$ cat config.mk
export PLATFORM = sky130hd
export DESIGN_NAME = etds_sideband
export DESIGN_NICKNAME = d
export VERILOG_FILES = /design/src/etds_sideband.v
export VERILOG_INCLUDE_DIRS = /design/src /design/src/src
export SDC_FILE = /design/constraint.sdc
export NUM_CORES = 1
export LEC_CHECK = 0
export ABC_CLOCK_PERIOD_IN_PS = 2200
export BUFFER_PORTS_ARGS = -buffer_cell sky130_fd_sc_hd__buf_2
export CAP_MARGIN = 10
export CORE_ASPECT_RATIO = 1.75
export CORE_MARGIN = 5
export CORE_UTILIZATION = 48
export CTS_CLUSTER_DIAMETER = 80
export DETAILED_ROUTE_END_ITERATION = 10
export PLACE_DENSITY = 0.82
export SLEW_MARGIN = 0
export SYNTH_ARGS = -nofsm -noshare
export SYNTH_HDL_FRONTEND = slang
export SYNTH_SLANG_ARGS = --single-unit
$ cat constraint.sdc
create_clock -name clock -period 2.2 [get_ports clock]
set_input_delay 0.22 -clock clock [delete_from_list [all_inputs] [get_ports clock]]
set_output_delay 0.22 -clock clock [all_outputs]
set_load 0.05 [all_outputs]
$ cat src/etds_map.vh
// Constants for the error, thermal and debug sideband block
`ifndef ETDS_MAP_VH
`define ETDS_MAP_VH
`define ETDS_MCE_PULSE_CYCLES 16
`define ETDS_MCE_CNT_W        5
`define ETDS_TRIP_DEG_C       130
`define ETDS_TEMP_W           8
`define ETDS_BRK_W            8
`endif

$ cat src/etds_sideband.v
// Error, thermal, debug and test sideband logic of the processor
`timescale 1ns/100ps
`include "etds_map.vh"

// Operation
// - Machine check error holds fatalErrorN low exactly 16 clock cycles.
// - Internal error holds fatalErrorN low until warm or cold reset.
// - Processor-hot output goes active when sensor reaches max safe temperature.
// - External processor-hot drive activates the thermal control circuit too.
// - Above trip temperature, halt execution and drive overheatShutdownN low.
// - Test reset low at power-on; test logic resets whenever it is asserted.
// - Device drives debugReadyN to show readiness for debug operation.
// - Test data shifts in on tdi and out on open-drain tdo.
// - probeSystemResetN lets an in-target probe drive system reset.
module etds_sideband #(
  parameter MCE_CYCLES = `ETDS_MCE_PULSE_CYCLES,
  parameter TRIP_TEMP  = `ETDS_TRIP_DEG_C,
  parameter BRK_W      = `ETDS_BRK_W
) (
  // Clock and reset
  input  wire                    clock,
  input  wire                    rst,
  input  wire                    warmReset,
  // Core events
  input  wire                    machineCheckError,
  input  wire                    internalError,
  input  wire [`ETDS_TEMP_W-1:0] junctionTemp,
  input  wire                    maxSafeTempReached,
  input  wire                    thermalControlEnable,
  input  wire                    suppliesStable,
  // Error and thermal pins
  output reg                     fatalErrorN,
  input  wire                    processorHotNIn,
  output reg                     processorHotNOut,
  output reg                     processorHotNOe,
  output reg                     overheatShutdownN,
  output reg                     thermalControlCircuit,
  output reg                     executionHalt,
  output reg                     coreRunEnable,
  // Debug pins
  input  wire                    debugRequestN,
  input  wire                    debugReadyCore,
  output reg                     debugReadyN,
  output reg                     debugRequested,
  input  wire [BRK_W-1:0]        breakStatus,
  output reg  [BRK_W-1:0]        breakMonitorN,
  input  wire                    probeResetReq,
  output reg                     probeSystemResetN,
  // Test access port
  input  wire                    tck,
  input  wire                    tms,
  input  wire                    tdi,
  input  wire                    trstN,
  output reg                     tdoOut,
  output reg                     tdoOe
);

  // Cut to the counter and sensor widths on purpose
  localparam [`ETDS_MCE_CNT_W-1:0] MCE_LOAD = MCE_CYCLES[`ETDS_MCE_CNT_W-1:0];
  localparam [`ETDS_TEMP_W-1:0]    TRIP_T   = TRIP_TEMP[`ETDS_TEMP_W-1:0];
  localparam ST_IDLE  = 2'b00;
  localparam ST_PULSE = 2'b01;
  localparam ST_HELD  = 2'b10;

  ////////////////////////////////////////////////////////////////
  // Fatal error sequencing
  reg  [1:0]                errState;
  reg  [1:0]                next_errState;
  reg  [`ETDS_MCE_CNT_W-1:0] errCnt;
  reg  [`ETDS_MCE_CNT_W-1:0] next_errCnt;

  // Counter loads the pulse length and counts down to one;
  // the step from one releases the pin, so the low time is
  // exactly the load value with no extra idle cycle.
  // Limitation: MCE_CYCLES must fit the counter width.
  always @* begin
    next_errState = errState;
    next_errCnt   = errCnt;
    case (errState)
      ST_IDLE: begin
        if (internalError) begin
          next_errState = ST_HELD;
        end else if (machineCheckError) begin
          next_errState = ST_PULSE;
          next_errCnt   = MCE_LOAD;
        end
      end
      ST_PULSE: begin
        // Internal error during a pulse escalates to held
        if (internalError) begin
          next_errState = ST_HELD;
        end else if (errCnt == {{(`ETDS_MCE_CNT_W-1){1'b0}}, 1'b1}) begin
          next_errState = ST_IDLE;
          next_errCnt   = {`ETDS_MCE_CNT_W{1'b0}};
        end else begin
          next_errCnt = errCnt - {{(`ETDS_MCE_CNT_W-1){1'b0}}, 1'b1};
        end
      end
      ST_HELD: begin
        next_errState = ST_HELD;
      end
      default: begin
        next_errState = ST_IDLE;
      end
    endcase
    if (warmReset) begin
      next_errState = ST_IDLE;
      next_errCnt   = {`ETDS_MCE_CNT_W{1'b0}};
    end
  end

  // Pin is registered from the next state, so it falls
  // on the very edge that takes the error event
  always @(posedge clock or posedge rst) begin
    if (rst) begin
      errState    <= ST_IDLE;
      errCnt      <= {`ETDS_MCE_CNT_W{1'b0}};
      fatalErrorN <= 1'b1;
    end else begin
      errState    <= next_errState;
      errCnt      <= next_errCnt;
      fatalErrorN <= (next_errState == ST_IDLE);
    end
  end

  ////////////////////////////////////////////////////////////////
  // Thermal protection
  // Own drive is ignored so the open-drain line does not latch itself on
  wire extHot  = ~processorHotNIn & ~processorHotNOe;
  // Strict compare: the trip value itself does not halt
  wire tripHot = (junctionTemp > TRIP_T);

  // Pin data is always low; only the enable moves,
  // which keeps the shared line a true open drain

  always @(posedge clock or posedge rst) begin
    if (rst) begin
      processorHotNOut      <= 1'b0;
      processorHotNOe       <= 1'b0;
      thermalControlCircuit <= 1'b0;
      overheatShutdownN     <= 1'b1;
      executionHalt         <= 1'b0;
      coreRunEnable         <= 1'b0;
    end else begin
      processorHotNOut      <= 1'b0;
      processorHotNOe       <= maxSafeTempReached;
      thermalControlCircuit <= thermalControlEnable & maxSafeTempReached | extHot;
      // Trip is sticky: only cold reset (rst) restarts execution; warmReset does not
      if (tripHot) begin
        overheatShutdownN <= 1'b0;
        executionHalt     <= 1'b1;
      end
      coreRunEnable <= suppliesStable & ~executionHalt & ~tripHot;
    end
  end

  ////////////////////////////////////////////////////////////////
  // Debug sideband
  // Plain registered inversions; no handshake state is kept,
  // so each pin follows its source one cycle late
  always @(posedge clock or posedge rst) begin
    if (rst) begin
      debugRequested    <= 1'b0;
      debugReadyN       <= 1'b1;
      breakMonitorN     <= {BRK_W{1'b1}};
      probeSystemResetN <= 1'b1;
    end else begin
      debugRequested    <= ~debugRequestN;
      debugReadyN       <= ~debugReadyCore;
      breakMonitorN     <= ~breakStatus;
      probeSystemResetN <= ~probeResetReq;
    end
  end

  ////////////////////////////////////////////////////////////////
  // Test access port: bypass path, sampled as synchronous inputs
  reg tckLast;
  reg bypassBit;
  reg shiftActive;

  // Test clock edges seen as changes between two samples;
  // the test clock must run well below the bus clock
  wire tckRise = tck & ~tckLast;
  wire tckFall = ~tck & tckLast;

  // trstN acts as a synchronous clear of the test logic only
  always @(posedge clock or posedge rst) begin
    if (rst) begin
      tckLast     <= 1'b0;
      bypassBit   <= 1'b0;
      shiftActive <= 1'b0;
      tdoOut      <= 1'b0;
      tdoOe       <= 1'b0;
    end else if (!trstN) begin
      tckLast     <= 1'b0;
      bypassBit   <= 1'b0;
      shiftActive <= 1'b0;
      tdoOut      <= 1'b0;
      tdoOe       <= 1'b0;
    end else begin
      tckLast <= tck;
      if (tckRise) begin
        bypassBit   <= tdi;
        shiftActive <= ~tms;
      end
      // Output changes on the falling edge, half a period after capture
      if (tckFall) begin
        // Open drain: enable only when pulling low
        tdoOut <= 1'b0;
        tdoOe  <= shiftActive & ~bypassBit;
      end
    end
  end

endmodule
Yosys cells after proc, flatten, opt, wreduce, memory -nomap -nowiden. Index checks and enable logic that the tools add are counted.

Reduce and logical (&&, ||, !) cells: 4. Add/sub/neg operators: 1. Muxes and demuxes: 21. Magnitude comparators: 1. Equal/unequal tests: 8. Bitwise logic cells: 20.

Operators by type and width (count): 5-bit two-way mux (5); 1-bit NOT (11); 2-bit two-way mux (5); 5-bit one-hot mux with 2 select lines (1); 1-bit two-way mux (9); 3-bit inequality test (second input constant) (3); 8-bit greater-than comparator (second input constant) (1); 8-bit NOT (1); 1-bit bitwise AND (7); 2-bit one-hot mux with 3 select lines (1); 5-bit by 1-bit equality test with 1-bit output (second input constant) (1); 5-bit by 1-bit subtractor with 5-bit output (second input constant) (1); 2-bit logical NOT (2); 2-bit by 1-bit inequality test with 1-bit output (second input constant) (2); 4-bit AND reduction (1); 3-bit nonzero test (1); 2-bit by 1-bit equality test with 1-bit output (second input constant) (1); 2-bit equality test (second input constant) (1); 1-bit OR (1).

Output and inout bits: 20. Bits in registers: 29.

Logic depth before layout (Yosys ltp). Gate-level depths: netlist of the first run.

Depth in word-level cells: 6. Mapped depth: 6. Mapped depth without buffers: 6.

Least setup slack after synthesis of the first run. Ideal clock, no wire load.

Kind: reg2reg. From: reg errCnt[0]. To: reg errCnt[4]. Arrival: 1.406 ns. Period minus slack after synthesis: 1.484 ns. Setup slack: 0.716 ns. Path buffers: 0. Cell stages (with the launch flop): 7. Cell sequence: dfrtp_1 > inv_1 > ha_1 > or3b_1 > o311ai_2 > nand3_1 > a21oi_1.

Cells in the longest elaborated chain, start to end: 5. Elaborated cells on any way between the ends: 6. Classes of those cells: add/sub: 1; eq/ne: 1; mux: 4.

Ends and longest elaborated chain: from (decl) (line etds_sideband.v:69) `` reg [`ETDS_MCE_CNT_W-1:0] errCnt; ``; from (signal assigned) (line etds_sideband.v:117) `` errCnt <= {`ETDS_MCE_CNT_W{1'b0}}; ``; from (signal assigned) (line etds_sideband.v:121) `errCnt <= next_errCnt;`; 5-bit by 1-bit subtractor with 5-bit output or 5-bit by 1-bit equality test with 1-bit output (tied branches) (line etds_sideband.v:96, etds_sideband.v:92); 5-bit two-way mux (*) (line etds_sideband.v:92) `` end else if (errCnt == {{(`ETDS_MCE_CNT_W-1){1'b0}}, 1'b1}) begin ``; 5-bit two-way mux (*) (line etds_sideband.v:90) `if (internalError) begin`; 5-bit one-hot mux with 2 select lines (*) (line etds_sideband.v:79) `case (errState)`; 5-bit two-way mux (*) (line etds_sideband.v:106) `if (warmReset) begin`.

Every way passes the cells marked *; elsewhere a longest branch is shown, timed or not. The select of a mux whose other input is x is not followed. A chain may end at the register's enable or synchronous reset.

Worst setup path after layout of the first run.
From: reg errCnt[1]. To: reg errCnt[4].

Same word-level chain as after synthesis.

==> results of run 1 <==
area by class of cell:
class                      count  area, um2  share of cell area, %
timing repair buffer          50      252.7                  17.58
clock buffer                   4      45.04                  3.133
tap                           25      31.28                  2.176
inverter                      17      63.81                  4.439
sequential                    28      715.7                  49.78
multi-input combinational     55      329.1                  22.89
cell families (layout without fill, tap and decap cells):
group / count (synthesis) / count (layout) / share of synthesized area [%]
AO/OA/AOI/OAI: 17 / 17 / 9.610
adder cells (fa/ha/maj): 2 / 2 / 2.234
flip-flops: 28 / 28 / 63.91
AND/OR/NAND/NOR: 33 / 33 / 15.98
buffers and inverters: 19 / 71 / 7.039
other: 1 / 2 / 0.3349
multiplexers: 1 / 1 / 0.8939
per-layer routing:
metal | wire, um | share of wire (%)
met5 | 0 | 0
met4 | 38 | 1.6
met3 | 118 | 5.1
met1 | 767 | 33
met2 | 1402 | 60
placed cells by master (no fill, tap or decap), types with 3 or more instances in the layout:
cell / instances
a21oi_1: 4
o21ai_0: 8
dfrtp_1: 16
nor2b_1: 3
buf_2: 49
nor2_1: 7
inv_1: 17
clkbuf_8: 3
dfstp_2: 12
nand2_1: 8
worst min-delay path: stages:
cell and delay [ns]:
buf_2 0.10, inv_1 0.04, buf_4 0.31
where the power goes:
group	total, mW	switching (mW)	internal [mW]
Sequential	0.557	0.0107	0.546
Combinational	0.163	0.112	0.0506
Clock	0.267	0.138	0.129
Total	0.987	0.261	0.726
stage by stage:
| step | hold WS (ns) | cells | worst slack, ns | utilization (%) | power [mW] |
|---|---|---|---|---|---|
| after global routing | 0.02838 | 179 | 0.4262 | 63.24 | 1.034 |
| after detailed placement | 0.2929 | 175 | 0.5704 | 61.25 | 0.7302 |
| after global placement | 0.2890 | 175 | 0.6940 | 61.25 | 0.7234 |
| final | -0.005927 | 179 | 0.5066 | 63.24 | 0.9870 |
| after CTS | 0.0004216 | 179 | 0.5579 | 63.24 | 0.9991 |
| after floorplan | 0.2462 | 102 | 0.7164 | - | 0.6766 |
worst max-delay path by stage:
stage	from	endpoint	slack, ns
after global routing	errCnt[0]	errCnt[4]	0.43
after detailed placement	errCnt[0]	errCnt[4]	0.57
after floorplan	errCnt[0]	errCnt[4]	0.72
final	errCnt[1]	errCnt[4]	0.51
after global placement	errCnt[0]	errCnt[4]	0.69
after CTS	errCnt[0]	errCnt[4]	0.56
==> flow_summary.yaml, run 1 <==
die:
  dieArea_um2: 3437
  core_area_um2: 2273
  dieWidth_um: 46.51
  die_h_um: 73.90
  ioPinCount: 52
  std_cell_rows: 23
  initial_core_util_pct: 49.26
global_routing:
  grt_usage_pct: 14.70
  met1_usage_pct: 16.37
  grt_overflow: 0
  grt_pass1_vias: 911
  grt_antenna_before_repair: 0
  grtUsageMet3_pct: 2.206
  grt_pass1_wl_mm: 3.691
  busiest_layer: "met2"
  grt_use_met2_pct: 25.77
  grt_max_degree: 29
finish:
  drive_above_1_share_pct: 45.45
  largest_register_ffs: 8
  fin_area_um2: 1438
  fin_nets: 189
  n_fill_cell: 191
  top_regs: "breakMonitorN x8, errCnt x5, errState x2"
  regMostFlops: "breakMonitorN"
  antenna_cells: 0
  syn2layout_area_growth_pct: 28.38
timing:
  final.setup.tns_ns: 0
  setup_viol: 0
  final_max_slew_viol_count: 0
  hold_violations: 10
  period_share_pct: 76.97
  hold_slack_ns: -0.005927
  fin_crit_ns: 1.693
  max_freq_mhz: 590.5
  fin_worst_skew_ns: 0.01010
  rsz0062_at_grt: "false"
cts:
  postCtsSetupBuffers: 0
  insertion_delay_ns: 0.27
  numCtsBuffers: 3
  cts_resized: 0
  clk_pin_slew_worst_paths_ns: 0.09
  htree_levels: 1
  cts-root-buf: "clkbuf_8"
  cts_sinks: 28
  ctsLongestPathBuffers: 2
  cts_tree: "done"
  hold_buffers: 0
synth:
  synth_edf_count: 0
  async_flop_share_pct: 100.0
  yosysSeqAreaShare_pct: 63.91
  ys_ff_latch: 28
  yosysWarnings: 0
  synth_cells: 101
  yosys.area.top_type: "dfrtp_1"
  synth_area_leaders: "dfrtp_1 36%, dfstp_2 28%, inv_1 5.7%"
  synth_cell_types: 27
  yosysMostFrequentCell: "inv_1"
  ys.flop_type: "dfrtp_1"
  synth_area_um2: 1120
  synthTopCellsByCount: "17 x inv_1, 16 x dfrtp_1, 12 x dfstp_2, 8 x nand2_1, 8 x o21ai_0"
  synth_top_cell_area_share_pct: 35.75
  avgSynthCellArea_um2: 11.09
power:
  cellLeakagePower_nw: 0.7514
  p_per_area_nw_per_um2: 686.5
  vdd_ir_drop_max_mv: 0.4547
critical_path:
  cp_num_cells: 6
  end_kind: "flip-flop"
  worstSetupStartpointType: "flip-flop"
  r2r_cells: 6
  slowest_stage: "dfrtp_1"
  rr_endpoint: "errCnt[4]"
  cp_top_family: "simple AND/OR/NAND/NOR gates"
  cp_slowest_stage_delay_ns: 0.42
  worstPathCellList: "inv_1, ha_1, or3b_1, o311ai_2, nand3_1, a21oi_1"
  crit_type: "flip-flop to flip-flop"
  worstReg2RegStart: "errCnt[1]"
  worst-path-buf-inv: 1
  reg2reg_setup_slack_ns: 0.51
  crit_fanout: 4
  crit_arrival_ns: 1.87
  required_ns: 2.38
placement:
  port_buffers: 49
  dp_hpwl_mm: 1.949
  placed_area_um2: 1393
  gp_congestion: 0.8312
drt:
  routed_via_density: 4.855
  vias: 869
  drc: 0
  drt-initial-drc-count: 17
  drt-total-wl_mm: 2.326
  route.antenna.remaining_nets: 0
  dr.pass1.iters: 4
  wl_per_cell_um: 12.99
job:
  drv_cap: 0
run_status:
  violations: "negative hold slack"
  status: "complete, but fails checks"
hold_path:
  min_path_type: "primary input to asynchronous set/reset pin"
(Power assumes the default switching activity.)
==> run 2: changes to the inputs <==
--- a/config.mk
+++ b/config.mk
@@ -6,15 +6,15 @@
 export SDC_FILE = /design/constraint.sdc
 export NUM_CORES = 1
 export LEC_CHECK = 0
-export ABC_CLOCK_PERIOD_IN_PS = 2200
+export ABC_CLOCK_PERIOD_IN_PS = 1400
 export BUFFER_PORTS_ARGS = -buffer_cell sky130_fd_sc_hd__buf_2
 export CAP_MARGIN = 10
 export CORE_ASPECT_RATIO = 1.75
 export CORE_MARGIN = 5
-export CORE_UTILIZATION = 48
+export CORE_UTILIZATION = 40
 export CTS_CLUSTER_DIAMETER = 80
 export DETAILED_ROUTE_END_ITERATION = 10
-export PLACE_DENSITY = 0.82
+export PLACE_DENSITY = 0.73
 export SLEW_MARGIN = 0
 export SYNTH_ARGS = -nofsm -noshare
 export SYNTH_HDL_FRONTEND = slang
==> constraint.sdc (replaced) <==
create_clock -name clock -period 1.4 [get_ports clock]
set_input_delay 0.14 -clock clock [delete_from_list [all_inputs] [get_ports clock]]
set_output_delay 0.14 -clock clock [all_outputs]
set_load 0.05 [all_outputs]
==> run 2 against run 1 <==
The flow finishes with violations (negative setup slack). Clock-buffer cell count is 1 lower. Clock power is 130% higher. Die area is 16% higher. Maximum frequency is 11% higher. Combinational power is 86% higher. Worst setup slack worse by 0.64 ns. Total power is 83% higher. Largest power group unchanged. Highest routed layer unchanged.
==> flow_summary.yaml, run 2 (synthesis results as in run 1) <==
timing:
  final_max_slew_viol_count: 0
  layout_setup_ws_ns: -0.1320
  fin_worst_skew_ns: 0.004174
  final.setup.tns_ns: -0.1320
  setup_viol: 1
  period_share_pct: 109.4
  rsz0062_at_grt: "true"
  max_freq_mhz: 652.7
  fin_crit_ns: 1.532
  hold_violations: 0
placement:
  gp_congestion: 0.7534
  port_buffers: 49
  dp_hpwl_mm: 1.998
  place_ws_ns: -0.1521
hold_path:
  min_from: "debugRequestN"
  min_path_type: "primary input to flip-flop"
  worst_hold_path.endpoint: "debugRequested"
  whs_path_depth: 2
run_status:
  status: "complete, but fails checks"
  violations: "negative setup slack"
critical_path:
  r2r_cells: 6
  end_kind: "flip-flop"
  worstSetupStartpointType: "flip-flop"
  worstPathCellList: "inv_2, ha_4, or3b_4, o311ai_4, nand3_1, a21oi_1"
  crit_type: "flip-flop to flip-flop"
  crit_arrival_ns: 1.74
  crit_fanout: 2
  slowest_stage: "dfrtp_1"
  required_ns: 1.60
  rr_endpoint: "errCnt[4]"
  cp_slowest_stage_delay_ns: 0.40
  worstReg2RegStart: "errCnt[1]"
  cp_top_family: "simple AND/OR/NAND/NOR gates"
  worst-path-buf-inv: 1
  reg2reg_setup_slack_ns: -0.13
drt:
  route.antenna.remaining_nets: 0
  drc: 0
  routed_via_density: 4.880
  drt-total-wl_mm: 2.663
  wl_per_cell_um: 13.32
  vias: 976
  dr.pass1.iters: 4
  drt-initial-drc-count: 18
cts:
  numCtsBuffers: 3
  clk_pin_slew_worst_paths_ns: 0.09
  ctsLongestPathBuffers: 2
  insertion_delay_ns: 0.27
  cts_sinks: 28
  cts_tree: "done"
  htree_levels: 1
  cts-root-buf: "clkbuf_8"
job:
  drv_cap: 0
finish:
  final_cell_mix: "49 x buf_2, 15 x inv_1, 15 x dfrtp_1"
  syn2layout_area_growth_pct: 49.27
  n_fill_cell: 212
  largest_register_ffs: 8
  top_regs: "breakMonitorN x8, errCnt x5, errState x2"
  final_common_cell: "buf_2"
  antenna_cells: 0
  fin_nets: 208
  regMostFlops: "breakMonitorN"
  drive_above_1_share_pct: 48.55
power:
  total_power_mw: 1.803
  p_per_area_nw_per_um2: 1079
  vdd_ir_drop_max_mv: 0.7531
  p_sw_share_pct: 24.74
  net-switching-power_mw: 0.4462
  clkPwrFrac_pct: 34.5
  cellLeakagePower_nw: 0.8478
  intPower_mw: 1.357
  seq_power_share_pct: 48.6
  pwr-share-comb_pct: 16.8
die:
  initial_core_util_pct: 41.63
  die_h_um: 80.00
  dieWidth_um: 50.00
  std_cell_rows: 25
  ioPinCount: 52
  core_area_um2: 2690
  dieArea_um2: 3999
global_routing:
  grt_usage_pct: 14.56
  grt_overflow: 0
  grt_pass1_wl_mm: 4.491
  grt_max_degree: 17
  grt_antenna_before_repair: 0
  grt_pass1_vias: 1049
-- run 2: cell count changes in the layout (fill, tap and decap cells not counted), moves of 2 or more --
cell | previous run | this run
o21ai_0 | 8 | 6
dlygate4sd3_1 | 0 | 12
buf_4 | 1 | 8
inv_2 | 0 | 2
inv_1 | 17 | 15
-- run 2: metrics by stage --
step                util [%]  hold slack (ns)  area (um2)  std cells
finish                 62.14          0.01078        1672        200
global route           62.14          0.01057        1672        200
CTS                    61.21          0.01926        1647        199
detailed placement     52.98           0.1609        1425        181
global placement       52.98           0.1544        1425        181
floorplan                  -           0.1662        1124        102
-- run 2: layout make-up --
cell class / instances / area (um2) / share of cell area [%]
Timing Repair Buffer: 69 / 425.4 / 25.45
Multi-Input combinational cell: 55 / 360.3 / 21.56
Tap cell: 27 / 33.78 / 2.021
Sequential cell: 28 / 716.9 / 42.89
Clock buffer: 3 / 41.29 / 2.470
Inverter: 17 / 63.81 / 3.817
Clock inverter: 1 / 30.03 / 1.796
-- run 2: worst max path at each step --
stage	from	endpoint	cells after the start
floorplan	errCnt[0]	errCnt[4]	6
global placement	errCnt[1]	errCnt[4]	6
detailed placement	errCnt[1]	errCnt[4]	6
CTS	errCnt[1]	errCnt[4]	6
global route	errCnt[1]	errCnt[4]	6
finish	errCnt[1]	errCnt[4]	6
-- run 2: routing by layer --
metal | global-route usage (%) | routed length [um] | up-vias
met2 | 27.20 | 1506 | 47
met1 | 13.57 | 878 | 459
met3 | 2.991 | 199 | 8
li1 | - | - | 462
met5 | 0 | 0 | -
met4 | 9.186 | 78 | 0
-- run 2: what timing repair did --
item	in CTS	in global routing
hold buffers	12	0
pin swaps	3	3
gates resized for setup	6	5
buffers inserted	2	1
setup endpoints to repair	1	3
hold endpoints to repair	27	0
-- run 2: power by group through the flow --
stage               combinational [mW]  sequential, mW  clock (mW)
floorplan                       0.0860           0.977           0
global placement                 0.256           0.888           0
detailed placement               0.264           0.890           0
CTS                              0.298           0.876       0.629
global route                     0.329           0.882       0.675
finish                           0.303           0.877       0.623
-- run 2: worst reg2reg max path, delay by kind of cell, from the launching register on --
family | cells | cell delay [ns]
simple gates | 2 | 0.49
buf+inv | 1 | 0.09
flops | 1 | 0.40
fa+ha+maj | 1 | 0.13
compound gates | 2 | 0.36
